[src/logic/jib_pkg.sv]
// Shared constants, types and helpers of the test access port block
package jib_pkg;

	// ****************************************
	// Register widths and reset values
	// ****************************************
	localparam int IR_W  = 4;
	localparam int ID_W  = 32;
	localparam int TC_W  = 3;
	localparam int DIV_W = 7;

	typedef logic [IR_W-1:0] jib_instr_t;

	localparam jib_instr_t INS_EXTEST  = 4'h0;
	localparam jib_instr_t INS_IDCODE  = 4'h1;
	localparam jib_instr_t INS_SAMPLE  = 4'h2;
	localparam jib_instr_t INS_LEAKAGE = 4'h5;
	localparam jib_instr_t INS_TESTCTL = 4'h6;
	localparam jib_instr_t INS_HIGHZ   = 4'h9;
	localparam jib_instr_t INS_LOCKOUT = 4'hB;
	localparam jib_instr_t INS_CLAMP   = 4'hC;
	localparam jib_instr_t INS_BYPASS  = 4'hF;
	localparam jib_instr_t IR_CAPTURE  = 4'h1;

	localparam logic [TC_W-1:0]  TC_RST  = 3'h0;
	localparam logic [DIV_W-1:0] DIV_RST = 7'h00;
	localparam logic             BYP_CAP = 1'h0;
	localparam logic             ID_LSB  = 1'h1;

	// ****************************************
	// Wishbone map and field positions
	// ****************************************
	localparam int             ADR_W        = 8;
	localparam logic [ADR_W-1:0] OFS_CTRL   = 8'h00;
	localparam logic [ADR_W-1:0] OFS_STATUS = 8'h04;
	localparam logic [ADR_W-1:0] OFS_IDCODE = 8'h08;
	localparam int             CTRL_STOP_BIT = 0;
	localparam int             ST_STATE_LSB  = 0;
	localparam int             ST_INSTR_LSB  = 4;
	localparam int             ST_LEAK_BIT   = 8;
	localparam int             ST_ERASE_BIT  = 9;
	localparam int             ST_LPOK_BIT   = 10;
	localparam int             ST_TC_LSB     = 12;
	localparam int             ST_DIV_LSB    = 16;
	localparam logic           CTRL_STOP_RST = 1'h0;

	// ****************************************
	// Types
	// ****************************************
	typedef enum logic [3:0] {
		TLR, RTI, SEL_DR, CAP_DR, SHF_DR, EX1_DR, PAU_DR, EX2_DR, UPD_DR,
		SEL_IR, CAP_IR, SHF_IR, EX1_IR, PAU_IR, EX2_IR, UPD_IR
	} jib_tap_state_t;

	typedef enum logic [2:0] {DR_BYP, DR_ID, DR_BSR, DR_TC, DR_DIV} jib_dr_sel_t;

	typedef struct packed {
		logic tclk;
		logic tms;
		logic tdi;
	} jib_tap_pins_t;

	typedef struct packed {
		logic sys_reset;
		logic highz;
		logic force_update;
	} jib_pad_ctrl_t;

	localparam jib_tap_pins_t PINS_BLOCKED = 3'h7;

	// Instruction to data register; unknown codes fall to bypass
	function automatic jib_dr_sel_t jib_sel_f(input jib_instr_t ins);
		unique case (ins)
			INS_IDCODE:             jib_sel_f = DR_ID;
			INS_EXTEST, INS_SAMPLE: jib_sel_f = DR_BSR;
			INS_TESTCTL:            jib_sel_f = DR_TC;
			INS_LOCKOUT:            jib_sel_f = DR_DIV;
			default:                jib_sel_f = DR_BYP;
		endcase
	endfunction

endpackage

[src/logic/jib_top.sv]
// Test access port: instruction decode, data registers, pad and flash controls
//
// The Wishbone interface to the registers and the address map were chosen for this implementation.
`timescale 1ns/1ns

module jib_top #(
	parameter int           BSR_LEN  = 8,            // Boundary cells
	parameter logic [31:0]  ID_VALUE = 32'h0000_0001 // Arbitrary identity value
) (
	input  wire logic                 ref_clk_in,       // 100 MHz system clock
	input  wire logic                 rst_n_in,         // Power-on reset, sync, low
	input  jib_pkg::jib_tap_pins_t    tap_pins_in,      // TCLK, TMS, TDI levels
	input  wire logic                 trst_n_in,        // Test reset, active low
	output logic                      tdo_out,          // Test data out
	output logic                      tdo_oe_out,       // TDO driven when high
	input  wire logic [BSR_LEN-1:0]   bsr_pins_in,      // Pin levels and core outputs
	output logic      [BSR_LEN-1:0]   bsr_update_out,   // Boundary update cells
	output jib_pkg::jib_pad_ctrl_t    pad_ctrl_out,     // Core reset, high-Z, force
	output logic                      leakage_out,      // Pad leakage test
	output logic      [2:0]           test_ctrl_out,    // Test-control hold
	output logic      [6:0]           flash_erase_clock_divider_out, // Erase divider
	output logic                      flash_erase_req_out,  // Erase request
	output logic                      low_power_ok_out, // Stop mode permitted
	input  wire logic                 wb_cyc_in,        // Wishbone cycle
	input  wire logic                 wb_stb_in,        // Wishbone strobe
	input  wire logic                 wb_we_in,         // Wishbone write
	input  wire logic [7:0]           wb_adr_in,        // Byte address
	input  wire logic [3:0]           wb_sel_in,        // Byte lane select
	input  wire logic [31:0]          wb_dat_in,        // Write data
	output logic      [31:0]          wb_dat_out,       // Read data
	output logic                      wb_ack_out        // Acknowledge
);
	import jib_pkg::*;

	if (BSR_LEN < 1) begin : g_len_chk
		$error("jib_top: BSR_LEN must be at least 1");
	end

	// ****************************************
	// Input blocking and TCLK edges
	// ****************************************
	jib_tap_pins_t  pins_eff;
	logic           tclk_q_reg;
	logic           tclk_rise;
	logic           tclk_fall;
	logic           tap_rst_n;
	logic           leak_reg;

	// Once leakage is up, TCLK, TMS, TDI all read one, so no more edges
	assign pins_eff  = leak_reg ? PINS_BLOCKED : tap_pins_in;
	// Test reset is sampled; taken the cycle it is seen low
	assign tap_rst_n = rst_n_in & trst_n_in;
	assign tclk_rise = pins_eff.tclk & ~tclk_q_reg;
	assign tclk_fall = ~pins_eff.tclk & tclk_q_reg;

	always_ff @(posedge ref_clk_in) begin
		if (!tap_rst_n) begin
			// Idle-high TCLK at release must not fake a rising edge
			tclk_q_reg <= 1'b1;
		end else begin
			tclk_q_reg <= pins_eff.tclk;
		end
	end

	// ****************************************
	// Controller
	// ****************************************
	jib_tap_state_t tap_state;

	jib_tap_fsm u_fsm (
		.ref_clk_in (ref_clk_in),
		.rst_n_in   (tap_rst_n),
		.adv_in     (tclk_rise),
		.tms_in     (pins_eff.tms),
		.state_out  (tap_state)
	);

	logic in_tlr;
	logic in_rti;
	logic in_shf_ir;
	logic in_shf_dr;
	logic in_upd_ir;
	logic in_upd_dr;

	assign in_tlr    = (tap_state == TLR);
	assign in_rti    = (tap_state == RTI);
	assign in_shf_ir = (tap_state == SHF_IR);
	assign in_shf_dr = (tap_state == SHF_DR);
	assign in_upd_ir = (tap_state == UPD_IR);
	assign in_upd_dr = (tap_state == UPD_DR);

	// ****************************************
	// Instruction register
	// ****************************************
	logic [IR_W-1:0] ir_par;
	jib_instr_t      instr_reg;

	jib_shreg #(.W(IR_W), .RST_VAL(IR_CAPTURE)) u_ir (
		.ref_clk_in (ref_clk_in),
		.rst_n_in   (tap_rst_n),
		.load_in    (tclk_rise & (tap_state == CAP_IR)),
		.cap_in     (IR_CAPTURE),
		.shift_in   (tclk_rise & in_shf_ir),
		.sin_in     (pins_eff.tdi),
		.par_out    (ir_par)
	);

	always_ff @(posedge ref_clk_in) begin
		if (!tap_rst_n || in_tlr) begin
			instr_reg <= INS_IDCODE;
		end else if (tclk_fall && in_upd_ir) begin
			instr_reg <= ir_par;
		end
	end

	// ****************************************
	// Instruction decode
	// ****************************************
	jib_dr_sel_t dr_sel;
	logic        is_extest;
	logic        is_sample;
	logic        is_highz;
	logic        is_clamp;
	logic        is_leak;
	logic        is_tc;
	logic        is_lock;
	logic        cap_dr;
	logic        shf_dr;
	logic        upd_dr;

	assign dr_sel    = jib_sel_f(instr_reg);
	assign is_extest = (instr_reg == INS_EXTEST);
	assign is_sample = (instr_reg == INS_SAMPLE);
	assign is_highz  = (instr_reg == INS_HIGHZ);
	assign is_clamp  = (instr_reg == INS_CLAMP);
	assign is_leak   = (instr_reg == INS_LEAKAGE);
	assign is_tc     = (instr_reg == INS_TESTCTL);
	assign is_lock   = (instr_reg == INS_LOCKOUT);
	// Capture on the rise leaving capture-DR, i.e. first rise after entry
	assign cap_dr    = tclk_rise & (tap_state == CAP_DR);
	assign shf_dr    = tclk_rise & in_shf_dr;
	assign upd_dr    = tclk_fall & in_upd_dr;

	// ****************************************
	// Data registers
	// ****************************************
	logic               byp_par;
	logic [ID_W-1:0]    id_par;
	logic [BSR_LEN-1:0] bsr_par;
	logic [TC_W-1:0]    tc_par;
	logic [DIV_W-1:0]   div_par;
	logic [ID_W-1:0]    id_cap;

	assign id_cap = {ID_VALUE[ID_W-1:1], ID_LSB};

	jib_shreg #(.W(1), .RST_VAL(BYP_CAP)) u_byp (
		.ref_clk_in (ref_clk_in),
		.rst_n_in   (tap_rst_n),
		.load_in    (cap_dr & (dr_sel == DR_BYP)),
		.cap_in     (BYP_CAP),
		.shift_in   (shf_dr & (dr_sel == DR_BYP)),
		.sin_in     (pins_eff.tdi),
		.par_out    (byp_par)
	);

	jib_shreg #(.W(ID_W), .RST_VAL('0)) u_id (
		.ref_clk_in (ref_clk_in),
		.rst_n_in   (tap_rst_n),
		.load_in    (cap_dr & (dr_sel == DR_ID)),
		.cap_in     (id_cap),
		.shift_in   (shf_dr & (dr_sel == DR_ID)),
		.sin_in     (pins_eff.tdi),
		.par_out    (id_par)
	);

	// Capture only reads the pins; nothing here feeds back into the core
	jib_shreg #(.W(BSR_LEN), .RST_VAL('0)) u_bsr (
		.ref_clk_in (ref_clk_in),
		.rst_n_in   (tap_rst_n),
		.load_in    (cap_dr & (dr_sel == DR_BSR)),
		.cap_in     (bsr_pins_in),
		.shift_in   (shf_dr & (dr_sel == DR_BSR)),
		.sin_in     (pins_eff.tdi),
		.par_out    (bsr_par)
	);

	jib_shreg #(.W(TC_W), .RST_VAL(TC_RST)) u_tc (
		.ref_clk_in (ref_clk_in),
		.rst_n_in   (tap_rst_n),
		.load_in    (cap_dr & (dr_sel == DR_TC)),
		.cap_in     (test_ctrl_out),
		.shift_in   (shf_dr & (dr_sel == DR_TC)),
		.sin_in     (pins_eff.tdi),
		.par_out    (tc_par)
	);

	jib_shreg #(.W(DIV_W), .RST_VAL(DIV_RST)) u_div (
		.ref_clk_in (ref_clk_in),
		.rst_n_in   (tap_rst_n),
		.load_in    (cap_dr & (dr_sel == DR_DIV)),
		.cap_in     (flash_erase_clock_divider_out),
		.shift_in   (shf_dr & (dr_sel == DR_DIV)),
		.sin_in     (pins_eff.tdi),
		.par_out    (div_par)
	);

	// ****************************************
	// Update and hold registers
	// ****************************************
	// Held across TAP resets; only power-on reset clears them
	always_ff @(posedge ref_clk_in) begin
		if (!rst_n_in) begin
			bsr_update_out <= '0;
		end else if (upd_dr && (is_sample || is_extest)) begin
			bsr_update_out <= bsr_par;
		end
	end

	always_ff @(posedge ref_clk_in) begin
		if (!rst_n_in) begin
			test_ctrl_out <= TC_RST;
		end else if (upd_dr && is_tc) begin
			test_ctrl_out <= tc_par;
		end
	end

	// Tester must load this before idling; the erase reads it as it stands
	always_ff @(posedge ref_clk_in) begin
		if (!rst_n_in) begin
			flash_erase_clock_divider_out <= DIV_RST;
		end else if (upd_dr && is_lock) begin
			flash_erase_clock_divider_out <= div_par;
		end
	end

	// ****************************************
	// Serial output
	// ****************************************
	logic dr_lsb;

	always_comb begin
		dr_lsb = byp_par;
		unique case (dr_sel)
			DR_ID:   dr_lsb = id_par[0];
			DR_BSR:  dr_lsb = bsr_par[0];
			DR_TC:   dr_lsb = tc_par[0];
			DR_DIV:  dr_lsb = div_par[0];
			DR_BYP:  dr_lsb = byp_par;
		endcase
	end

	always_ff @(posedge ref_clk_in) begin
		if (!tap_rst_n) begin
			tdo_out    <= 1'b0;
			tdo_oe_out <= 1'b0;
		end else if (tclk_fall) begin
			tdo_out    <= in_shf_ir ? ir_par[0] : dr_lsb;
			tdo_oe_out <= in_shf_ir | in_shf_dr;
		end
	end

	// ****************************************
	// Pad, leakage and flash controls
	// ****************************************
	always_ff @(posedge ref_clk_in) begin
		if (!tap_rst_n) begin
			leak_reg <= 1'b0;
		end else if (tclk_rise && in_upd_ir && !pins_eff.tms && is_leak) begin
			leak_reg <= 1'b1;
		end
	end

	assign leakage_out = leak_reg;

	always_ff @(posedge ref_clk_in) begin
		if (!tap_rst_n) begin
			pad_ctrl_out <= '0;
			flash_erase_req_out <= 1'b0;
		end else begin
			pad_ctrl_out.sys_reset    <= is_extest | is_highz | is_clamp;
			pad_ctrl_out.highz        <= is_highz | leak_reg;
			pad_ctrl_out.force_update <= is_extest | is_clamp;
			flash_erase_req_out       <= in_rti & is_lock;
		end
	end

	// ****************************************
	// Wishbone slave
	// ****************************************
	logic        stop_req_reg;
	logic        wb_req;
	logic        wb_wr_ctrl;
	logic [31:0] status_word;
	logic [31:0] rd_mux;

	assign wb_req     = wb_cyc_in & wb_stb_in & ~wb_ack_out;
	assign wb_wr_ctrl = wb_req & wb_we_in & wb_sel_in[0] & (wb_adr_in == OFS_CTRL);

	always_comb begin
		status_word = '0;
		status_word[ST_STATE_LSB +: 4]     = tap_state;
		status_word[ST_INSTR_LSB +: IR_W]  = instr_reg;
		status_word[ST_LEAK_BIT]           = leak_reg;
		status_word[ST_ERASE_BIT]          = flash_erase_req_out;
		status_word[ST_LPOK_BIT]           = low_power_ok_out;
		status_word[ST_TC_LSB +: TC_W]     = test_ctrl_out;
		status_word[ST_DIV_LSB +: DIV_W]   = flash_erase_clock_divider_out;
	end

	// Unmapped addresses still answer, with zero
	assign rd_mux = (wb_adr_in == OFS_CTRL)   ? {31'h0, stop_req_reg} :
	                (wb_adr_in == OFS_STATUS) ? status_word :
	                (wb_adr_in == OFS_IDCODE) ? id_cap : 32'h0;

	always_ff @(posedge ref_clk_in) begin
		if (!rst_n_in) begin
			wb_ack_out <= 1'b0;
			wb_dat_out <= '0;
		end else begin
			wb_ack_out <= wb_req;
			wb_dat_out <= wb_req ? rd_mux : 32'h0;
		end
	end

	always_ff @(posedge ref_clk_in) begin
		if (!rst_n_in) begin
			stop_req_reg <= CTRL_STOP_RST;
		end else if (wb_wr_ctrl) begin
			stop_req_reg <= wb_dat_in[CTRL_STOP_BIT];
		end
	end

	// Stop allowed only while the controller rests in test-logic-reset
	always_ff @(posedge ref_clk_in) begin
		if (!rst_n_in) begin
			low_power_ok_out <= 1'b0;
		end else begin
			low_power_ok_out <= stop_req_reg & in_tlr;
		end
	end
endmodule

[src/logic/jib_shreg.sv]
// Capture-and-shift register, LSB toward the serial output
`timescale 1ns/1ns
module jib_shreg #(
	parameter int         W       = 4,
	parameter logic [W-1:0] RST_VAL = '0
) (
	input  wire logic         ref_clk_in, // System clock
	input  wire logic         rst_n_in,   // Sync reset, active low
	input  wire logic         load_in,    // Parallel capture strobe
	input  wire logic [W-1:0] cap_in,     // Capture value
	input  wire logic         shift_in,   // Shift strobe
	input  wire logic         sin_in,     // Serial in at MSB
	output logic      [W-1:0] par_out     // Register contents
);
	// Refused at elaboration; a chain needs at least one cell
	if (W < 1) begin : g_w_chk
		$error("jib_shreg: W must be at least 1");
	end

	logic [W-1:0] sh_next;

	generate
		if (W == 1) begin : g_one
			assign sh_next = sin_in;
		end else begin : g_many
			assign sh_next = {sin_in, par_out[W-1:1]};
		end
	endgenerate

	always_ff @(posedge ref_clk_in) begin
		if (!rst_n_in) begin
			par_out <= RST_VAL;
		end else if (load_in) begin
			par_out <= cap_in;
		end else if (shift_in) begin
			par_out <= sh_next;
		end
	end
endmodule

[src/logic/jib_tap_fsm.sv]
// Sixteen-state test access port controller
`timescale 1ns/1ns
module jib_tap_fsm (
	input  wire logic             ref_clk_in, // System clock
	input  wire logic             rst_n_in,   // TAP reset, active low
	input  wire logic             adv_in,     // TCLK rising-edge enable
	input  wire logic             tms_in,     // Mode select
	output jib_pkg::jib_tap_state_t state_out // Current state
);
	import jib_pkg::*;

	jib_tap_state_t state_next;

	always_comb begin
		state_next = state_out;
		unique case (state_out)
			TLR:    state_next = tms_in ? TLR    : RTI;
			RTI:    state_next = tms_in ? SEL_DR : RTI;
			SEL_DR: state_next = tms_in ? SEL_IR : CAP_DR;
			CAP_DR: state_next = tms_in ? EX1_DR : SHF_DR;
			SHF_DR: state_next = tms_in ? EX1_DR : SHF_DR;
			EX1_DR: state_next = tms_in ? UPD_DR : PAU_DR;
			PAU_DR: state_next = tms_in ? EX2_DR : PAU_DR;
			EX2_DR: state_next = tms_in ? UPD_DR : SHF_DR;
			UPD_DR: state_next = tms_in ? SEL_DR : RTI;
			SEL_IR: state_next = tms_in ? TLR    : CAP_IR;
			CAP_IR: state_next = tms_in ? EX1_IR : SHF_IR;
			SHF_IR: state_next = tms_in ? EX1_IR : SHF_IR;
			EX1_IR: state_next = tms_in ? UPD_IR : PAU_IR;
			PAU_IR: state_next = tms_in ? EX2_IR : PAU_IR;
			EX2_IR: state_next = tms_in ? UPD_IR : SHF_IR;
			UPD_IR: state_next = tms_in ? SEL_DR : RTI;
		endcase
	end

	always_ff @(posedge ref_clk_in) begin
		if (!rst_n_in) begin
			state_out <= TLR;
		end else if (adv_in) begin
			state_out <= state_next;
		end
	end
endmodule

[config.mk]
export PLATFORM = sky130hd
export DESIGN_NAME = jib_top
export DESIGN_NICKNAME = d
export VERILOG_FILES = /design/src/logic/jib_pkg.sv /design/src/logic/jib_top.sv /design/src/logic/jib_shreg.sv /design/src/logic/jib_tap_fsm.sv
export SDC_FILE = /design/constraint.sdc
export NUM_CORES = 1
export LEC_CHECK = 0
export BUFFER_PORTS_ARGS = -buffer_cell sky130_fd_sc_hd__buf_2
export CORE_UTILIZATION = 47
export DETAILED_ROUTE_END_ITERATION = 10
export GPL_ROUTABILITY_DRIVEN = 1
export PLACE_DENSITY = 0.86
export SETUP_SLACK_MARGIN = 0.3
export SKIP_CTS_REPAIR_TIMING = 1
export SLEW_MARGIN = 20
export SYNTH_ARGS = -nofsm -noshare
export SYNTH_HDL_FRONTEND = slang
export SYNTH_SLANG_ARGS = --single-unit
[constraint.sdc]
create_clock -name ref_clk_in -period 1.85 [get_ports ref_clk_in]
set_input_delay 0.2775 -clock ref_clk_in [delete_from_list [all_inputs] [get_ports ref_clk_in]]
set_output_delay 0.2775 -clock ref_clk_in [all_outputs]
set_load 0.02 [all_outputs]
* After elaboration in Yosys (flattened, before gate mapping) *
Cells that the tools add are included.

word-level totals
  bits in registers = 124
  bits in latches = 0
  memory bits (writable) = 0
  ROM bits = 0
  input bits = 61
  output and inout port bits = 59
  logic and storage cells = 147
  memories = 0

cells by class
  add/sub/neg operators = 0
  $mul = 0
  div/mod/pow operators = 0
  magnitude comparators = 0
  equality and inequality tests = 28
  shifts and indexed selects = 0
  muxes and demuxes = 28
  bitwise gates (word level) = 36
  reductions and logical operators = 29

operator list
  kind                count
  $pmux 4 s12         1
  $eq 4x4->1 const B  11
  $and 1x1->1         25
  $eq 4x3->1 const B  6
  $mux 23             1
  $mux 4              4
  $mux 8              2
  $mux 3              5
  $mux 7              2
  $eq 4x2->1 const B  3
  $pmux 3 s4          1
  $reduce_or 2->1     6
  $eq 4x1->1 const B  2
  $eq 8x3->1 const B  1
  $eq 8x4->1 const B  1
  $logic_not 4->1     2
  $logic_not 8->1     1
  $mux 1              8
  $reduce_bool 2->1   4
  $logic_and 1x1->1   7
  $eq 3x2->1 const B  2
  $mux 2              3
  $not 1->1           6
  $reduce_or 3->1     2
  other kinds (9)     15

* Logic depth before layout (Yosys ltp) *
Gate-level depths: netlist of the first run.

  word-level depth = 7
  mapped depth = 7
  depth with buffers taken out = 4

* By module *
Synthesis of the first run repeated with hierarchy kept, for this count alone.

unflattened totals
  cell total of the unflattened synthesis = 515
  area total of the unflattened synthesis = 5639.2 um^2

by module, submodules not included
  module             instances  cells an instance  area each (um^2)  seq. area each (um^2)
  jib_top            1          232                2324.7            1081.0
  jib_shreg (u_id)   1          141                1778.0            640.6
  jib_shreg (u_bsr)  1          35                 440.4             160.2
  jib_shreg (u_div)  1          30                 375.4             140.1
  jib_tap_fsm        1          42                 341.6             80.1
  jib_shreg (u_ir)   1          19                 188.9             80.1
  jib_shreg (u_tc)   1          12                 142.6             60.1
  jib_shreg (u_byp)  1          4                  47.5              20.0

* Worst setup path after synthesis of the first run *
OpenSTA, ideal clock, no wires.

  path kind = register to register
  from = register leak_reg, in the netlist leakage_out
  to = register u_fsm.state_out[1]
  setup time = 122 ps
  arrival = 1720 ps
  required time = 1728 ps
  setup slack = 8 ps
  cell stages (with the launch flop) = 7
  path buffers = 2
  period minus slack after synthesis = 1842 ps
  cell sequence = dfxtp_1 clkbuf_1 or2_2 clkbuf_1 mux2i_1 o32ai_1 a311o_1

between the ends
  cells in the longest elaborated chain, start to end = 3
  elaborated cells between the ends (all ways) = 10
  classes of those cells = mux: 9; bitwise: 1

RTL lines
  element                               line               RTL
  from (decl)                           jib_top.sv:47      logic leak_reg;
  from (signal assigned)                jib_top.sv:267     leak_reg <= 1'b0;
  from (signal assigned)                jib_top.sv:269     leak_reg <= 1'b1;
  $mux 3 *                              jib_top.sv:50      assign pins_eff = leak_reg ? PINS_BLOCKED : tap_pins_in;
  $mux 2, or another cell as far along  n/a
  $pmux 4 s12                           jib_tap_fsm.sv:16  unique case (state_out)
  to (signal assigned)                  jib_tap_fsm.sv:40  state_out <= state_next;
  to (decl)                             jib_tap_fsm.sv:8   output jib_pkg::jib_tap_state_t state_out

Mark *: on every way between the ends. The rest lies on a longest branch, timed or not.
A chain may end at the register's enable or synchronous reset.

* Worst setup path after layout of the first run *
  from = register u_fsm.state_out[0]
  to = register u_id.par_out[0]

between the ends
  cells in the longest elaborated chain, start to end = 4
  elaborated cells between the ends (all ways) = 8
  classes of those cells = eq/ne: 2; mux: 1; bitwise: 4; reduce/logical: 1

RTL lines
  element                                      line                            RTL
  $eq 4x2->1 or $eq 4x3->1 (tied branches)     jib_top.sv:140, jib_top.sv:88
  $and 1x1->1, on equally long branches        jib_top.sv:140, jib_top.sv:141
  $and 1x1->1, on equally long branches        jib_top.sv:169, jib_top.sv:171
  $mux 1 or $reduce_bool 2->1 (tied branches)  n/a
  to (signal assigned)                         jib_shreg.sv:34                 par_out <= cap_in;
  to (signal assigned)                         jib_shreg.sv:36                 par_out <= sh_next;
  to (decl)                                    jib_shreg.sv:13                 output logic [W-1:0] par_out

Parallel ways exist; a longest one is shown, timed or not.

==> results of run 1 <==
kinds of logic (layout without fill, tap and decap cells):
group	after synthesis	in the layout	synth area share, %
muxes	23	23	4.98
other	1	11	0.0807
xor gates and xnor gates	2	2	0.377
buffers and inverters	54	153	5.73
DFF	113	113	48.7
and+or+nand+nor	214	214	23.3
AOI/OAI and AO/OA	122	122	16.9
power breakdown:
| part | internal, mW | switching [mW] | leakage (nW) |
|---|---|---|---|
| registers | 2.43 | 0.00219 | 0.912 |
| clock network | 1.85 | 1.37 | 0.280 |
| logic | 0.0728 | 0.116 | 1.32 |
| total | 4.36 | 1.49 | 2.51 |
cell usage after synthesis, types with 5 or more instances:
cell | instances | area (um2)
nand3_1 | 5 | 25.0
nor2b_1 | 19 | 119
a21oi_1 | 44 | 220
a211oi_1 | 19 | 143
o21ai_0 | 17 | 85.1
and2_1 | 21 | 131
buf_2 | 12 | 60.1
o22ai_1 | 16 | 100
dfxtp_1 | 113 | 2260
mux2i_1 | 22 | 220
nor4_1 | 5 | 31.3
clkbuf_1 | 25 | 93.8
nand2_1 | 82 | 308
a31oi_1 | 5 | 31.3
buf_4 | 11 | 82.6
nor2_1 | 43 | 161
critical path, stage by stage, from the launching register on:
cell,delay (ns)
dfxtp_1,0.33
or4b_4,0.61
or3_4,0.42
buf_12,0.17
nand2_1,0.09
a31oi_1,0.08
routing by layer:
metal,wire [um],share of wire [%],vias up
met5,0,0,-
met4,512,3.9,0
met3,905,6.8,53
met2,6700,50,212
met1,5170,39,2052
li1,-,-,2025
metrics by stage:
| stage | setup TNS [ns] | area (um2) | setup WS [ns] |
|---|---|---|---|
| 2_1_floorplan | 0 | 4770 | 0.106 |
| 3_3_place_gp | 0 | 5300 | 0.0919 |
| 3_5_place_dp | 0 | 5300 | 0.00973 |
| 4_1_cts | -0.0721 | 5880 | -0.0467 |
| 5_1_grt | -0.0126 | 6400 | -0.00830 |
| 6_report | 0 | 6400 | 0.0273 |
layout make-up:
class / instances / share of cell area [%]
sequential: 113 / 35.5
timing repair buffer: 117 / 12.7
tap: 129 / 2.52
inverter: 4 / 0.235
clock inverter: 15 / 2.54
multi-input combinational: 372 / 40.0
clock buffer: 17 / 6.47
path summary, 6_finish.rpt:
kind	to	cells past startpoint	slack (ns)
worst min-delay path	stop_req_reg$_SDFFE_PN0P_	3	0.0004
worst max register to register	u_id.par_out[0]$_SDFFE_PN0P_	5	0.03
worst max-delay path	u_id.par_out[0]$_SDFFE_PN0P_	5	0.03
worst min register to register	wb_dat_out[10]$_SDFF_PP0_	1	0.45
==> flow_summary.html, run 1 <==
<table>
<tr><th>Metric</th><th>Value</th></tr>
<tr><th colspan="2">Layout</th></tr>
<tr><td>Share of the core filled with cells</td><td>67.9%</td></tr>
<tr><td># diodes</td><td>0</td></tr>
<tr><td>Leading cell types in the layout, fill and taps excluded</td><td>dfxtp_1 (110), buf_2 (74), nand2_1 (68), a21oi_1 (34), nor2_1 (33)</td></tr>
<tr><td>Signed area change from the synthesized netlist to the final layout</td><td>37.6%</td></tr>
<tr><td>Finished Layout Cells</td><td>767</td></tr>
<tr><td>Flip-flop count of the largest register, all copies and words added</td><td>32</td></tr>
<tr><td>Most flops, register</td><td>u_id.par_out</td></tr>
<tr><td>Filler cell count in the final layout</td><td>633</td></tr>
<tr><td>Number of nets in the final layout</td><td>686</td></tr>
<tr><td>Regs by FF count</td><td>u_id.par_out: 32 flops, wb_dat_out: 21 flops</td></tr>
<tr><td>Area taken by flip-flops and latches</td><td>2270 um2</td></tr>
<tr><td>Multi-input logic area</td><td>2560 um2</td></tr>
<tr><td>Commonest non-fill, non-tap cell in the layout</td><td>dfxtp_1</td></tr>
<tr><td>Ratio of cells with drive above 1 in the final layout</td><td>35.4%</td></tr>
<tr><th colspan="2">GRT</th></tr>
<tr><td>Met1 global-route usage</td><td>28.2%</td></tr>
<tr><td>Tot GR Track Use</td><td>23.1%</td></tr>
<tr><td>Vias in the first global route</td><td>3915</td></tr>
<tr><td>Largest net degree at the start of global routing</td><td>32</td></tr>
<tr><td>Met3 layer usage reported by global route</td><td>5.87%</td></tr>
<tr><td>GR met2 Demand/Resource</td><td>37.3%</td></tr>
<tr><td>Total congestion overflow after global routing</td><td>0</td></tr>
<tr><td>First-pass GRT wire length</td><td>18300 um</td></tr>
<tr><td>Initial antenna violation count</td><td>0</td></tr>
<tr><td>Grt peak-use layer</td><td>met2</td></tr>
<tr><th colspan="2">Clock tree</th></tr>
<tr><td>Worst-path clk slew</td><td>0.06 ns</td></tr>
<tr><td>Later-pin clock latency in the skew report</td><td>0.55 ns</td></tr>
<tr><td>Largest buffer count on any clock path</td><td>2</td></tr>
<tr><td>Root buffer cell</td><td>clkbuf_8</td></tr>
<tr><td>H-Tree Depth</td><td>4</td></tr>
<tr><td>Clock tree sinks</td><td>113</td></tr>
<tr><td>TritonCTS clock tree</td><td>done</td></tr>
<tr><td>TritonCTS Buffers</td><td>17</td></tr>
<tr><th colspan="2">Drt</th></tr>
<tr><td>DRC</td><td>0</td></tr>
<tr><td>Via count</td><td>4342</td></tr>
<tr><td>1st-pass router iterations</td><td>5</td></tr>
<tr><td>Routed Wire Length</td><td>13300 um</td></tr>
<tr><td>Per-cell via count in the routed design</td><td>5.66</td></tr>
<tr><td>WL per Instance</td><td>17.3 um</td></tr>
<tr><td>Number of design-rule violations left by the first detailed-router iteration</td><td>334</td></tr>
<tr><td>Antenna-violating nets left</td><td>0</td></tr>
<tr><th colspan="2">Floorplan</th></tr>
<tr><td>Site row count</td><td>35</td></tr>
<tr><td>Width of the die</td><td>101 um</td></tr>
<tr><td>Starting density of the core</td><td>49.4%</td></tr>
<tr><td>Die area</td><td>10300 um2</td></tr>
<tr><td>Core ar.</td><td>9420 um2</td></tr>
<tr><td>Die Span Y</td><td>101 um</td></tr>
<tr><td>Count of pins on the block boundary</td><td>120</td></tr>
<tr><th colspan="2">Yosys</th></tr>
<tr><td>Sequential area share after synthesis</td><td>48.7%</td></tr>
<tr><td>Predominant post-synthesis flop cell</td><td>dfxtp_1</td></tr>
<tr><td>Unique cell type count in the Yosys netlist</td><td>56</td></tr>
<tr><td>Syn_area_per_cell</td><td>8.79 um2</td></tr>
<tr><td>Cell area after technology mapping</td><td>4650 um2</td></tr>
<tr><td>Synthesis-stage register bit count</td><td>113</td></tr>
<tr><td>Number of cells produced by synthesis</td><td>529</td></tr>
<tr><td>Number of enable flip-flop cells after synthesis</td><td>0</td></tr>
<tr><td>Async set or reset register ratio after synthesis</td><td>0%</td></tr>
<tr><td>Ys Warns</td><td>0</td></tr>
<tr><th colspan="2">Setup path</th></tr>
<tr><td>Required time of the critical path</td><td>2.27 ns</td></tr>
<tr><td>Arrival time at the worst endpoint</td><td>2.24 ns</td></tr>
<tr><td>Critical path type</td><td>flop to flop</td></tr>
<tr><td>Startpoint of the most critical setup path</td><td>u_fsm.state_out[0]$_SDFFE_PN0P_</td></tr>
<tr><td>Reg2Reg Launch Point</td><td>u_fsm.state_out[0]$_SDFFE_PN0P_</td></tr>
<tr><td>Critical Path End Type</td><td>flop</td></tr>
<tr><td>Top fanout value on the critical path</td><td>8</td></tr>
<tr><td>Startpoint Class</td><td>flop</td></tr>
<tr><th colspan="2">Timing</th></tr>
<tr><td>Clock tree skew after final layout</td><td>0.0224 ns</td></tr>
<tr><td>Portion of the clock cycle consumed by the worst path in the final layout</td><td>98.5%</td></tr>
<tr><td>Time the final worst path needs with I/O delays and setup</td><td>1.82 ns</td></tr>
<tr><td>Setup violation total in the final timing report</td><td>0</td></tr>
<tr><td>Worst hold slack</td><td>0.000450 ns</td></tr>
<tr><td>Final Hold Viols</td><td>0</td></tr>
<tr><td>Max_slew headroom</td><td>62.9%</td></tr>
<tr><td>Unrepaired setup endpoints after global routing</td><td>yes</td></tr>
<tr><td>Actual slew at the worst max-slew pin</td><td>0.556 ns</td></tr>
<tr><td>Peak Freq</td><td>549 MHz</td></tr>
<tr><td>Number of pins exceeding their max-slew limit in the final report</td><td>0</td></tr>
<tr><th colspan="2">Placement</th></tr>
<tr><td>Count of placed standard cells including taps</td><td>726</td></tr>
<tr><td>Total half-perimeter wirelength after legalization and detailed placement</td><td>7230 um</td></tr>
<tr><td>Final weighted congestion in routability-driven placement</td><td>0.824</td></tr>
<tr><td>Count of buffers from port buffering</td><td>74</td></tr>
<tr><th colspan="2">Power</th></tr>
<tr><td>Pleak</td><td>2.51 nW</td></tr>
<tr><td>Areal power density over the cells</td><td>914 nW/um2</td></tr>
<tr><td>Total Power Consumption</td><td>5.85 mW</td></tr>
<tr><td>Peak supply drop</td><td>0.000838 V</td></tr>
<tr><th colspan="2">Flow run</th></tr>
<tr><td>Max Cap Violations</td><td>0</td></tr>
<tr><th colspan="2">Hold path</th></tr>
<tr><td>Hold path startpoint</td><td>wb_dat_in[0]</td></tr>
<tr><td>Hold crit path type</td><td>input pin to flop</td></tr>
<tr><th colspan="2">Outcome</th></tr>
<tr><td>Run status</td><td>finished, final reports clean</td></tr>
</table>
No activity file was read; power rests on OpenSTA's default activity.
==> inputs of run 2 (changes only) <==
- CORE_MARGIN: not set -> 3
==> flow_summary.html, run 2 (synthesized netlist as in run 1, its figures left out) <==
<table>
<tr><th>Metric</th><th>Value</th></tr>
<tr><th colspan="2">Outcome</th></tr>
<tr><td>Run status</td><td>complete, but fails checks (was finished, final reports clean)</td></tr>
<tr><td>Violated checks</td><td>negative setup slack</td></tr>
<tr><th colspan="2">Layout</th></tr>
<tr><td>Finished Layout Cells</td><td>770 (was 767)</td></tr>
<tr><td>Filler cell count in the final layout</td><td>638 (was 633)</td></tr>
<tr><td># diodes</td><td>0 (unchanged)</td></tr>
<tr><td>Most flops, register</td><td>u_id.par_out (unchanged)</td></tr>
<tr><td>Flip-flop count of the largest register, all copies and words added</td><td>32 (unchanged)</td></tr>
<tr><td>Leading cell types in the layout, fill and taps excluded</td><td>dfxtp_1 (110), nand2_1 (81), buf_2 (74), nor2_1 (30) (was dfxtp_1 (110), buf_2 (74), nand2_1 (68), a21oi_1 (34), nor2_1 (33))</td></tr>
<tr><td>Final instance area</td><td>6390 um2 (was 6400 um2)</td></tr>
<tr><td>Number of nets in the final layout</td><td>689 (was 686)</td></tr>
<tr><td>Ratio of cells with drive above 1 in the final layout</td><td>35.6% (was 35.4%)</td></tr>
<tr><td>Signed area change from the synthesized netlist to the final layout</td><td>37.4% (was 37.6%)</td></tr>
<tr><td>Regs by FF count</td><td>u_id.par_out: 32 flops, wb_dat_out: 21 flops (unchanged)</td></tr>
<tr><td>Commonest non-fill, non-tap cell in the layout</td><td>dfxtp_1 (unchanged)</td></tr>
<tr><th colspan="2">Setup path</th></tr>
<tr><td>Critical Path End Type</td><td>flop (unchanged)</td></tr>
<tr><td>Cell count of the worst reg-to-reg path</td><td>7 (was 5)</td></tr>
<tr><td>Arrival time at the worst endpoint</td><td>2.31 ns (was 2.24 ns)</td></tr>
<tr><td>Startpoint Class</td><td>flop (unchanged)</td></tr>
<tr><td>Critical path type</td><td>flop to flop (unchanged)</td></tr>
<tr><td>Top fanout value on the critical path</td><td>11 (was 8)</td></tr>
<tr><td>Required time of the critical path</td><td>2.28 ns (was 2.27 ns)</td></tr>
<tr><th colspan="2">Drt</th></tr>
<tr><td>Per-cell via count in the routed design</td><td>5.79 (was 5.66)</td></tr>
<tr><td>1st-pass router iterations</td><td>5 (unchanged)</td></tr>
<tr><td>Via count</td><td>4460 (was 4342)</td></tr>
<tr><td>DRC</td><td>0 (unchanged)</td></tr>
<tr><td>Routed Wire Length</td><td>14000 um (was 13300 um)</td></tr>
<tr><td>WL per Instance</td><td>18.1 um (was 17.3 um)</td></tr>
<tr><td>Number of design-rule violations left by the first detailed-router iteration</td><td>438 (was 334)</td></tr>
<tr><td>Antenna-violating nets left</td><td>0 (unchanged)</td></tr>
<tr><th colspan="2">Timing</th></tr>
<tr><td>Clock tree skew after final layout</td><td>0.00659 ns (was 0.0224 ns)</td></tr>
<tr><td>Unrepaired setup endpoints after global routing</td><td>yes (unchanged)</td></tr>
<tr><td>Peak Freq</td><td>530 MHz (was 549 MHz)</td></tr>
<tr><td>Setup WS post-layout</td><td>-0.0361 ns (was 0.0273 ns)</td></tr>
<tr><td>Portion of the clock cycle consumed by the worst path in the final layout</td><td>102% (was 98.5%)</td></tr>
<tr><td>Final Hold Viols</td><td>0 (unchanged)</td></tr>
<tr><td>Number of pins exceeding their max-slew limit in the final report</td><td>0 (unchanged)</td></tr>
<tr><td>Time the final worst path needs with I/O delays and setup</td><td>1.89 ns (was 1.82 ns)</td></tr>
<tr><td>Setup violation total in the final timing report</td><td>5 (was 0)</td></tr>
<tr><th colspan="2">GRT</th></tr>
<tr><td>Largest net degree at the start of global routing</td><td>32 (unchanged)</td></tr>
<tr><td>First-pass GRT wire length</td><td>19200 um (was 18300 um)</td></tr>
<tr><td>Tot GR Track Use</td><td>21.3% (was 23.1%)</td></tr>
<tr><td>Initial antenna violation count</td><td>0 (unchanged)</td></tr>
<tr><td>Total congestion overflow after global routing</td><td>0 (unchanged)</td></tr>
<tr><td>Vias in the first global route</td><td>4120 (was 3915)</td></tr>
<tr><th colspan="2">Clock tree</th></tr>
<tr><td>Clock tree sinks</td><td>113 (unchanged)</td></tr>
<tr><td>Root buffer cell</td><td>clkbuf_8 (unchanged)</td></tr>
<tr><td>Largest buffer count on any clock path</td><td>2 (unchanged)</td></tr>
<tr><td>H-Tree Depth</td><td>4 (unchanged)</td></tr>
<tr><td>TritonCTS Buffers</td><td>17 (unchanged)</td></tr>
<tr><td>Worst-path clk slew</td><td>0.06 ns (about the same)</td></tr>
<tr><td>Later-pin clock latency in the skew report</td><td>0.52 ns (was 0.55 ns)</td></tr>
<tr><td>TritonCTS clock tree</td><td>done (unchanged)</td></tr>
<tr><th colspan="2">Power</th></tr>
<tr><td>Pleak</td><td>2.51 nW (about the same)</td></tr>
<tr><td>Areal power density over the cells</td><td>884 nW/um2 (was 914 nW/um2)</td></tr>
<tr><td>Peak supply drop</td><td>0.000754 V (was 0.000838 V)</td></tr>
<tr><td>Total Power Consumption</td><td>5.65 mW (was 5.85 mW)</td></tr>
<tr><th colspan="2">Hold path</th></tr>
<tr><td>Hold-critical path depth</td><td>3 (unchanged)</td></tr>
<tr><td>Hold crit path type</td><td>input pin to flop (unchanged)</td></tr>
<tr><th colspan="2">Floorplan</th></tr>
<tr><td>Die Span Y</td><td>105 um (was 101 um)</td></tr>
<tr><td>Width of the die</td><td>105 um (was 101 um)</td></tr>
<tr><td>Starting density of the core</td><td>49.4% (unchanged)</td></tr>
<tr><td>Core ar.</td><td>9420 um2 (unchanged)</td></tr>
<tr><td>Count of pins on the block boundary</td><td>120 (unchanged)</td></tr>
<tr><td>Site row count</td><td>35 (unchanged)</td></tr>
<tr><td>Die area</td><td>11100 um2 (was 10300 um2)</td></tr>
<tr><th colspan="2">Placement</th></tr>
<tr><td>Placed Instance Area</td><td>5340 um2 (was 5300 um2)</td></tr>
<tr><td>Post-place setup slack</td><td>-0.0212 ns (was 0.00973 ns)</td></tr>
<tr><td>Total half-perimeter wirelength after legalization and detailed placement</td><td>7640 um (was 7230 um)</td></tr>
<tr><td>Count of buffers from port buffering</td><td>74 (unchanged)</td></tr>
<tr><td>Count of placed standard cells including taps</td><td>729 (was 726)</td></tr>
<tr><td>Final weighted congestion in routability-driven placement</td><td>0.831 (was 0.824)</td></tr>
<tr><th colspan="2">Flow run</th></tr>
<tr><td>Max Cap Violations</td><td>0 (unchanged)</td></tr>
</table>
## run 2: worst paths after layout
| check | from | endpoint | slack (ns) |
|---|---|---|---|
| worst min register to register | low_power_ok_out$_SDFF_PN0_ | wb_dat_out[10]$_SDFF_PP0_ | 0.45 |
| worst min-delay path | wb_dat_in[0] | stop_req_reg$_SDFFE_PN0P_ | 0.06 |
| worst max register to register | u_fsm.state_out[3]$_SDFFE_PN0P_ | u_bsr.par_out[4]$_SDFFE_PN0P_ | -0.04 |
| worst max-delay path | u_fsm.state_out[3]$_SDFFE_PN0P_ | u_bsr.par_out[4]$_SDFFE_PN0P_ | -0.04 |
## run 2: area by class of cell
type / count / area [um2] / share of cell area (%)
multi-input cells: 372 / 2550 / 39.9
flip-flops and latches: 113 / 2270 / 35.6
repair buffers: 120 / 845 / 13.2
clock buffers: 23 / 467 / 7.31
well taps: 129 / 161 / 2.53
clock inverters: 9 / 82.6 / 1.29
inverters: 4 / 15.0 / 0.235
## run 2: worst max-delay path, stage by stage (launching register included)
cell and delay (ns):
dfxtp_4 0.35, buf_4 0.14, nand4bb_2 0.34, buf_6 0.24
a211oi_4 0.26, buf_6 0.21, nor2_4 0.05, a211oi_2 0.19
## run 2: per-stage QoR
step,hold slack [ns],setup TNS (ns),utilization (%)
2_1_floorplan,0.380,0,-
3_3_place_gp,0.438,0,56.7
3_5_place_dp,0.441,-0.0733,56.7
4_1_cts,0.00546,-0.416,62.5
5_1_grt,0.0666,-0.577,67.8
6_report,0.0597,-0.0654,67.8
## run 2: power by group
part,total [mW],leakage (nW),switching (mW),internal [mW]
clock network,3.02,0.268,1.14,1.88
registers,2.44,0.912,0.00238,2.43
logic,0.188,1.33,0.120,0.0679
total,5.65,2.51,1.27,4.38
## run 2: per-layer routing
metal | track usage, % | part of all wire (%) | up-vias
met5 | 0 | 0 | -
met4 | 10.1 | 3.2 | 0
met3 | 5.51 | 7.6 | 41
met2 | 36.0 | 51 | 264
met1 | 25.1 | 38 | 2133
li1 | - | - | 2022
==> inputs of run 3 (changes only) <==
- BUFFER_PORTS_ARGS: -buffer_cell sky130_fd_sc_hd__buf_2 -> not set
- CORE_UTILIZATION: 47 -> 56
- DONT_BUFFER_PORTS: not set -> 1
- PLACE_DENSITY: 0.86 -> 0.85
==> flow_summary.html, run 3 (synthesized netlist as in run 1, its figures left out) <==
<table>
<tr><th>Metric</th><th>Value</th></tr>
<tr><th colspan="2">Timing</th></tr>
<tr><td>Time the final worst path needs with I/O delays and setup</td><td>1.87 ns (was 1.89 ns)</td></tr>
<tr><td>Final Hold Viols</td><td>1 (was 0)</td></tr>
<tr><td>Setup WS post-layout</td><td>-0.0194 ns (was -0.0361 ns)</td></tr>
<tr><td>Number of pins exceeding their max-slew limit in the final report</td><td>0 (unchanged)</td></tr>
<tr><td>Final total negative setup slack</td><td>-0.0225 ns (was -0.0654 ns)</td></tr>
<tr><td>Max_slew headroom</td><td>47.9%</td></tr>
<tr><td>Portion of the clock cycle consumed by the worst path in the final layout</td><td>101% (was 102%)</td></tr>
<tr><td>Worst hold slack</td><td>-0.000689 ns (was 0.0597 ns)</td></tr>
<tr><td>Clock tree skew after final layout</td><td>0.0119 ns (was 0.00659 ns)</td></tr>
<tr><td>Peak Freq</td><td>535 MHz (was 530 MHz)</td></tr>
<tr><td>Actual slew at the worst max-slew pin</td><td>0.782 ns</td></tr>
<tr><td>Setup violation total in the final timing report</td><td>2 (was 5)</td></tr>
<tr><td>Unrepaired setup endpoints after global routing</td><td>yes (unchanged)</td></tr>
<tr><th colspan="2">Placement</th></tr>
<tr><td>Total half-perimeter wirelength after legalization and detailed placement</td><td>6930 um (was 7640 um)</td></tr>
<tr><td>Count of buffers from port buffering</td><td>0 (was 74)</td></tr>
<tr><td>Post-place setup slack</td><td>0.0691 ns (was -0.0212 ns)</td></tr>
<tr><td>Final weighted congestion in routability-driven placement</td><td>0.849 (was 0.831)</td></tr>
<tr><th colspan="2">Setup path</th></tr>
<tr><td>Arrival time at the worst endpoint</td><td>2.30 ns (was 2.31 ns)</td></tr>
<tr><td>Startpoint of the most critical setup path</td><td>u_fsm.state_out[2]$_SDFFE_PN0P_ (was u_fsm.state_out[3]$_SDFFE_PN0P_)</td></tr>
<tr><td>CP bufs+invs</td><td>2 (was 3)</td></tr>
<tr><td>Critical path type</td><td>flop to flop (unchanged)</td></tr>
<tr><td>Total stage count of the critical path</td><td>6 (was 7)</td></tr>
<tr><td>Worst setup path endpoint</td><td>u_div.par_out[1]$_SDFFE_PN0P_ (was u_bsr.par_out[4]$_SDFFE_PN0P_)</td></tr>
<tr><td>Critical Path Max Stage Delay</td><td>0.54 ns (was 0.35 ns)</td></tr>
<tr><td>Series of cell instances along the critical path</td><td>or4b_4, buf_6, a211oi_4, buf_6, nor2_2, a211oi_2 (was buf_4, nand4bb_2, buf_6, a211oi_4, buf_6, nor2_4, a211oi_2)</td></tr>
<tr><td>Top Family by Delay on Critical Path</td><td>simple AND/OR/NAND/NOR gates (was buffers and inverters)</td></tr>
<tr><td>Reg2Reg Setup Slack</td><td>-0.02 ns (was -0.04 ns)</td></tr>
<tr><td>Required time of the critical path</td><td>2.28 ns (about the same)</td></tr>
<tr><td>Top fanout value on the critical path</td><td>7 (was 11)</td></tr>
<tr><td>Cell count of the worst reg-to-reg path</td><td>6 (was 7)</td></tr>
<tr><td>Reg2Reg Launch Point</td><td>u_fsm.state_out[2]$_SDFFE_PN0P_ (was u_fsm.state_out[3]$_SDFFE_PN0P_)</td></tr>
<tr><td>Critical Path End Type</td><td>flop (unchanged)</td></tr>
<tr><td>Terminus of the critical flop-to-flop path</td><td>u_div.par_out[1]$_SDFFE_PN0P_ (was u_bsr.par_out[4]$_SDFFE_PN0P_)</td></tr>
<tr><td>Cell repeated most along the worst path</td><td>buf_6 (unchanged)</td></tr>
<tr><td>Slowest cell on the critical path</td><td>or4b_4 (was dfxtp_4)</td></tr>
<tr><td>Startpoint Class</td><td>flop (unchanged)</td></tr>
<tr><th colspan="2">Power</th></tr>
<tr><td>Areal power density over the cells</td><td>1020 nW/um2 (was 884 nW/um2)</td></tr>
<tr><td>Logic pwr share</td><td>2.6% (was 3.3%)</td></tr>
<tr><td>Switching power share of the total</td><td>20.6% (was 22.4%)</td></tr>
<tr><td>Pleak</td><td>2.18 nW (was 2.51 nW)</td></tr>
<tr><td>Clock network fraction of total power</td><td>57.5% (was 53.5%)</td></tr>
<tr><td>Sequential share of power</td><td>39.9% (was 43.2%)</td></tr>
<tr><td>Peak supply drop</td><td>0.000975 V (was 0.000754 V)</td></tr>
<tr><td>Switching power of the nets</td><td>1.26 mW (was 1.27 mW)</td></tr>
<tr><td>Cell internal power dissipation</td><td>4.86 mW (was 4.38 mW)</td></tr>
<tr><th colspan="2">Clock tree</th></tr>
<tr><td>Largest buffer count on any clock path</td><td>2 (unchanged)</td></tr>
<tr><td>Root buffer cell</td><td>clkbuf_8 (unchanged)</td></tr>
<tr><td>TritonCTS Buffers</td><td>17 (unchanged)</td></tr>
<tr><td>H-Tree Depth</td><td>4 (unchanged)</td></tr>
<tr><td>Clock tree sinks</td><td>113 (unchanged)</td></tr>
<tr><td>TritonCTS clock tree</td><td>done (unchanged)</td></tr>
<tr><td>Later-pin clock latency in the skew report</td><td>0.53 ns (was 0.52 ns)</td></tr>
<tr><td>Worst-path clk slew</td><td>0.06 ns (about the same)</td></tr>
<tr><th colspan="2">GRT</th></tr>
<tr><td>First-pass GRT wire length</td><td>18500 um (was 19200 um)</td></tr>
<tr><td>Largest net degree at the start of global routing</td><td>34 (was 32)</td></tr>
<tr><td>Grt peak-use layer</td><td>met2 (unchanged)</td></tr>
<tr><td>Met3 layer usage reported by global route</td><td>9.19% (was 5.51%)</td></tr>
<tr><td>Tot GR Track Use</td><td>23.9% (was 21.3%)</td></tr>
<tr><td>GR met2 Demand/Resource</td><td>39.3% (was 36.0%)</td></tr>
<tr><td>Met1 global-route usage</td><td>28.5% (was 25.1%)</td></tr>
<tr><td>Vias in the first global route</td><td>3882 (was 4120)</td></tr>
<tr><td>Initial antenna violation count</td><td>0 (unchanged)</td></tr>
<tr><td>Total congestion overflow after global routing</td><td>0 (unchanged)</td></tr>
<tr><th colspan="2">Drt</th></tr>
<tr><td>Antenna-violating nets left</td><td>0 (unchanged)</td></tr>
<tr><td>WL per Instance</td><td>21.3 um (was 18.1 um)</td></tr>
<tr><td>1st-pass router iterations</td><td>5 (unchanged)</td></tr>
<tr><td>Routed Wire Length</td><td>14400 um (was 14000 um)</td></tr>
<tr><td>Via count</td><td>4416 (was 4460)</td></tr>
<tr><td>Number of design-rule violations left by the first detailed-router iteration</td><td>551 (was 438)</td></tr>
<tr><td>DRC</td><td>0 (unchanged)</td></tr>
<tr><td>Per-cell via count in the routed design</td><td>6.54 (was 5.79)</td></tr>
<tr><th colspan="2">Outcome</th></tr>
<tr><td>Violated checks</td><td>negative hold slack, negative setup slack (was negative setup slack)</td></tr>
<tr><td>Run status</td><td>complete, but fails checks (unchanged)</td></tr>
<tr><th colspan="2">Layout</th></tr>
<tr><td>Commonest non-fill, non-tap cell in the layout</td><td>dfxtp_1 (unchanged)</td></tr>
<tr><td>Ratio of cells with drive above 1 in the final layout</td><td>23.0% (was 35.6%)</td></tr>
<tr><td>Multi-input logic area</td><td>2430 um2 (was 2550 um2)</td></tr>
<tr><td>Area taken by flip-flops and latches</td><td>2270 um2 (about the same)</td></tr>
<tr><td>Most flops, register</td><td>u_id.par_out (unchanged)</td></tr>
<tr><td>Share of the core filled with cells</td><td>76.3% (was 67.8%)</td></tr>
<tr><td># diodes</td><td>0 (unchanged)</td></tr>
<tr><td>Leading cell types in the layout, fill and taps excluded</td><td>dfxtp_1 (107), nand2_1 (81), a21oi_1 (44), nor2_1 (38), buf_4 (32) (was dfxtp_1 (110), nand2_1 (81), buf_2 (74), nor2_1 (30))</td></tr>
<tr><td>Flip-flop count of the largest register, all copies and words added</td><td>32 (unchanged)</td></tr>
<tr><td>Filler cell count in the final layout</td><td>430 (was 638)</td></tr>
<tr><td>Regs by FF count</td><td>u_id.par_out: 32 flops, wb_dat_out: 21 flops (unchanged)</td></tr>
<tr><td>Signed area change from the synthesized netlist to the final layout</td><td>29.4% (was 37.4%)</td></tr>
<tr><td>Number of nets in the final layout</td><td>621 (was 689)</td></tr>
<tr><th colspan="2">Floorplan</th></tr>
<tr><td>Count of pins on the block boundary</td><td>120 (unchanged)</td></tr>
<tr><td>Die Span Y</td><td>97.1 um (was 105 um)</td></tr>
<tr><td>Core ar.</td><td>7890 um2 (was 9420 um2)</td></tr>
<tr><td>Site row count</td><td>32 (was 35)</td></tr>
<tr><td>Die area</td><td>9430 um2 (was 11100 um2)</td></tr>
<tr><td>Width of the die</td><td>97.1 um (was 105 um)</td></tr>
<tr><td>Starting density of the core</td><td>58.9% (was 49.4%)</td></tr>
<tr><th colspan="2">Hold path</th></tr>
<tr><td>Hold crit path type</td><td>input pin to flop (unchanged)</td></tr>
<tr><th colspan="2">Flow run</th></tr>
<tr><td>Max Cap Violations</td><td>0 (unchanged)</td></tr>
</table>
run 3: cell types whose count changed in the layout (fill, tap and decap cells not counted), moves of 4 or more:
cell,before,now
buf_2,74,1
a21oi_1,28,44
a21oi_2,16,0
nor2_1,30,38
a211oi_1,8,13
buf_6,11,6
dlygate4sd3_1,0,5
nor2_4,7,2
a211oi_2,11,7
buf_4,28,32
run 3: power by group through the flow:
stage	clock [mW]	combinational, mW	sequential [mW]
global route	3.62	0.166	2.44
detailed placement	0	0.104	2.49
CTS	3.47	0.106	2.44
finish	3.51	0.159	2.44
floorplan	0	0.109	2.49
global placement	0	0.102	2.49
run 3: cell type report:
type	count	area share (%)
Tap cell	102	2.12
Inverter	4	0.250
Clock inverter	9	2.52
Multi-Input combinational cell	372	40.4
Timing Repair Buffer	52	8.78
Clock buffer	23	8.09
Sequential cell	113	37.8
run 3: worst min path at each step:
stage | from | endpoint | slack [ns] | cells past startpoint
after floorplan | tap_pins_in[2] | tclk_q_reg$_SDFF_PN1_ | 0.38 | 1
after global placement | tap_pins_in[2] | tclk_q_reg$_SDFF_PN1_ | 0.38 | 1
after detailed placement | tap_pins_in[2] | tclk_q_reg$_SDFF_PN1_ | 0.39 | 1
after CTS | tap_pins_in[2] | tclk_q_reg$_SDFF_PN1_ | -0.13 | 1
after global routing | tap_pins_in[1] | leakage_out$_SDFFE_PN0P_ | -0.0003 | 3
final | tap_pins_in[1] | leakage_out$_SDFFE_PN0P_ | -0.0007 | 3
run 3: layer usage:
layer  routed length [um]  share of wire [%]
met5                    0                  0
met3                 1530                 11
met4                  597                4.2
met1                 5320                 37
met2                 6940                 48
run 3: per-stage QoR:
| stage | instance area, um2 | std cells | power (mW) |
|---|---|---|---|
| 2_1_floorplan | 4770 | 539 | 2.60 |
| 3_3_place_gp | 4880 | 621 | 2.59 |
| 3_5_place_dp | 4880 | 621 | 2.60 |
| 4_1_cts | 5520 | 653 | 6.02 |
| 5_1_grt | 6020 | 675 | 6.22 |
| 6_report | 6020 | 675 | 6.11 |
run 3: worst register-to-register path, cell delays in order, from the launching register on:
cell	delay, ns
dfxtp_4	0.39
or4b_4	0.55
buf_6	0.17
a211oi_4	0.23
buf_6	0.17
nor2_2	0.05
a211oi_2	0.23
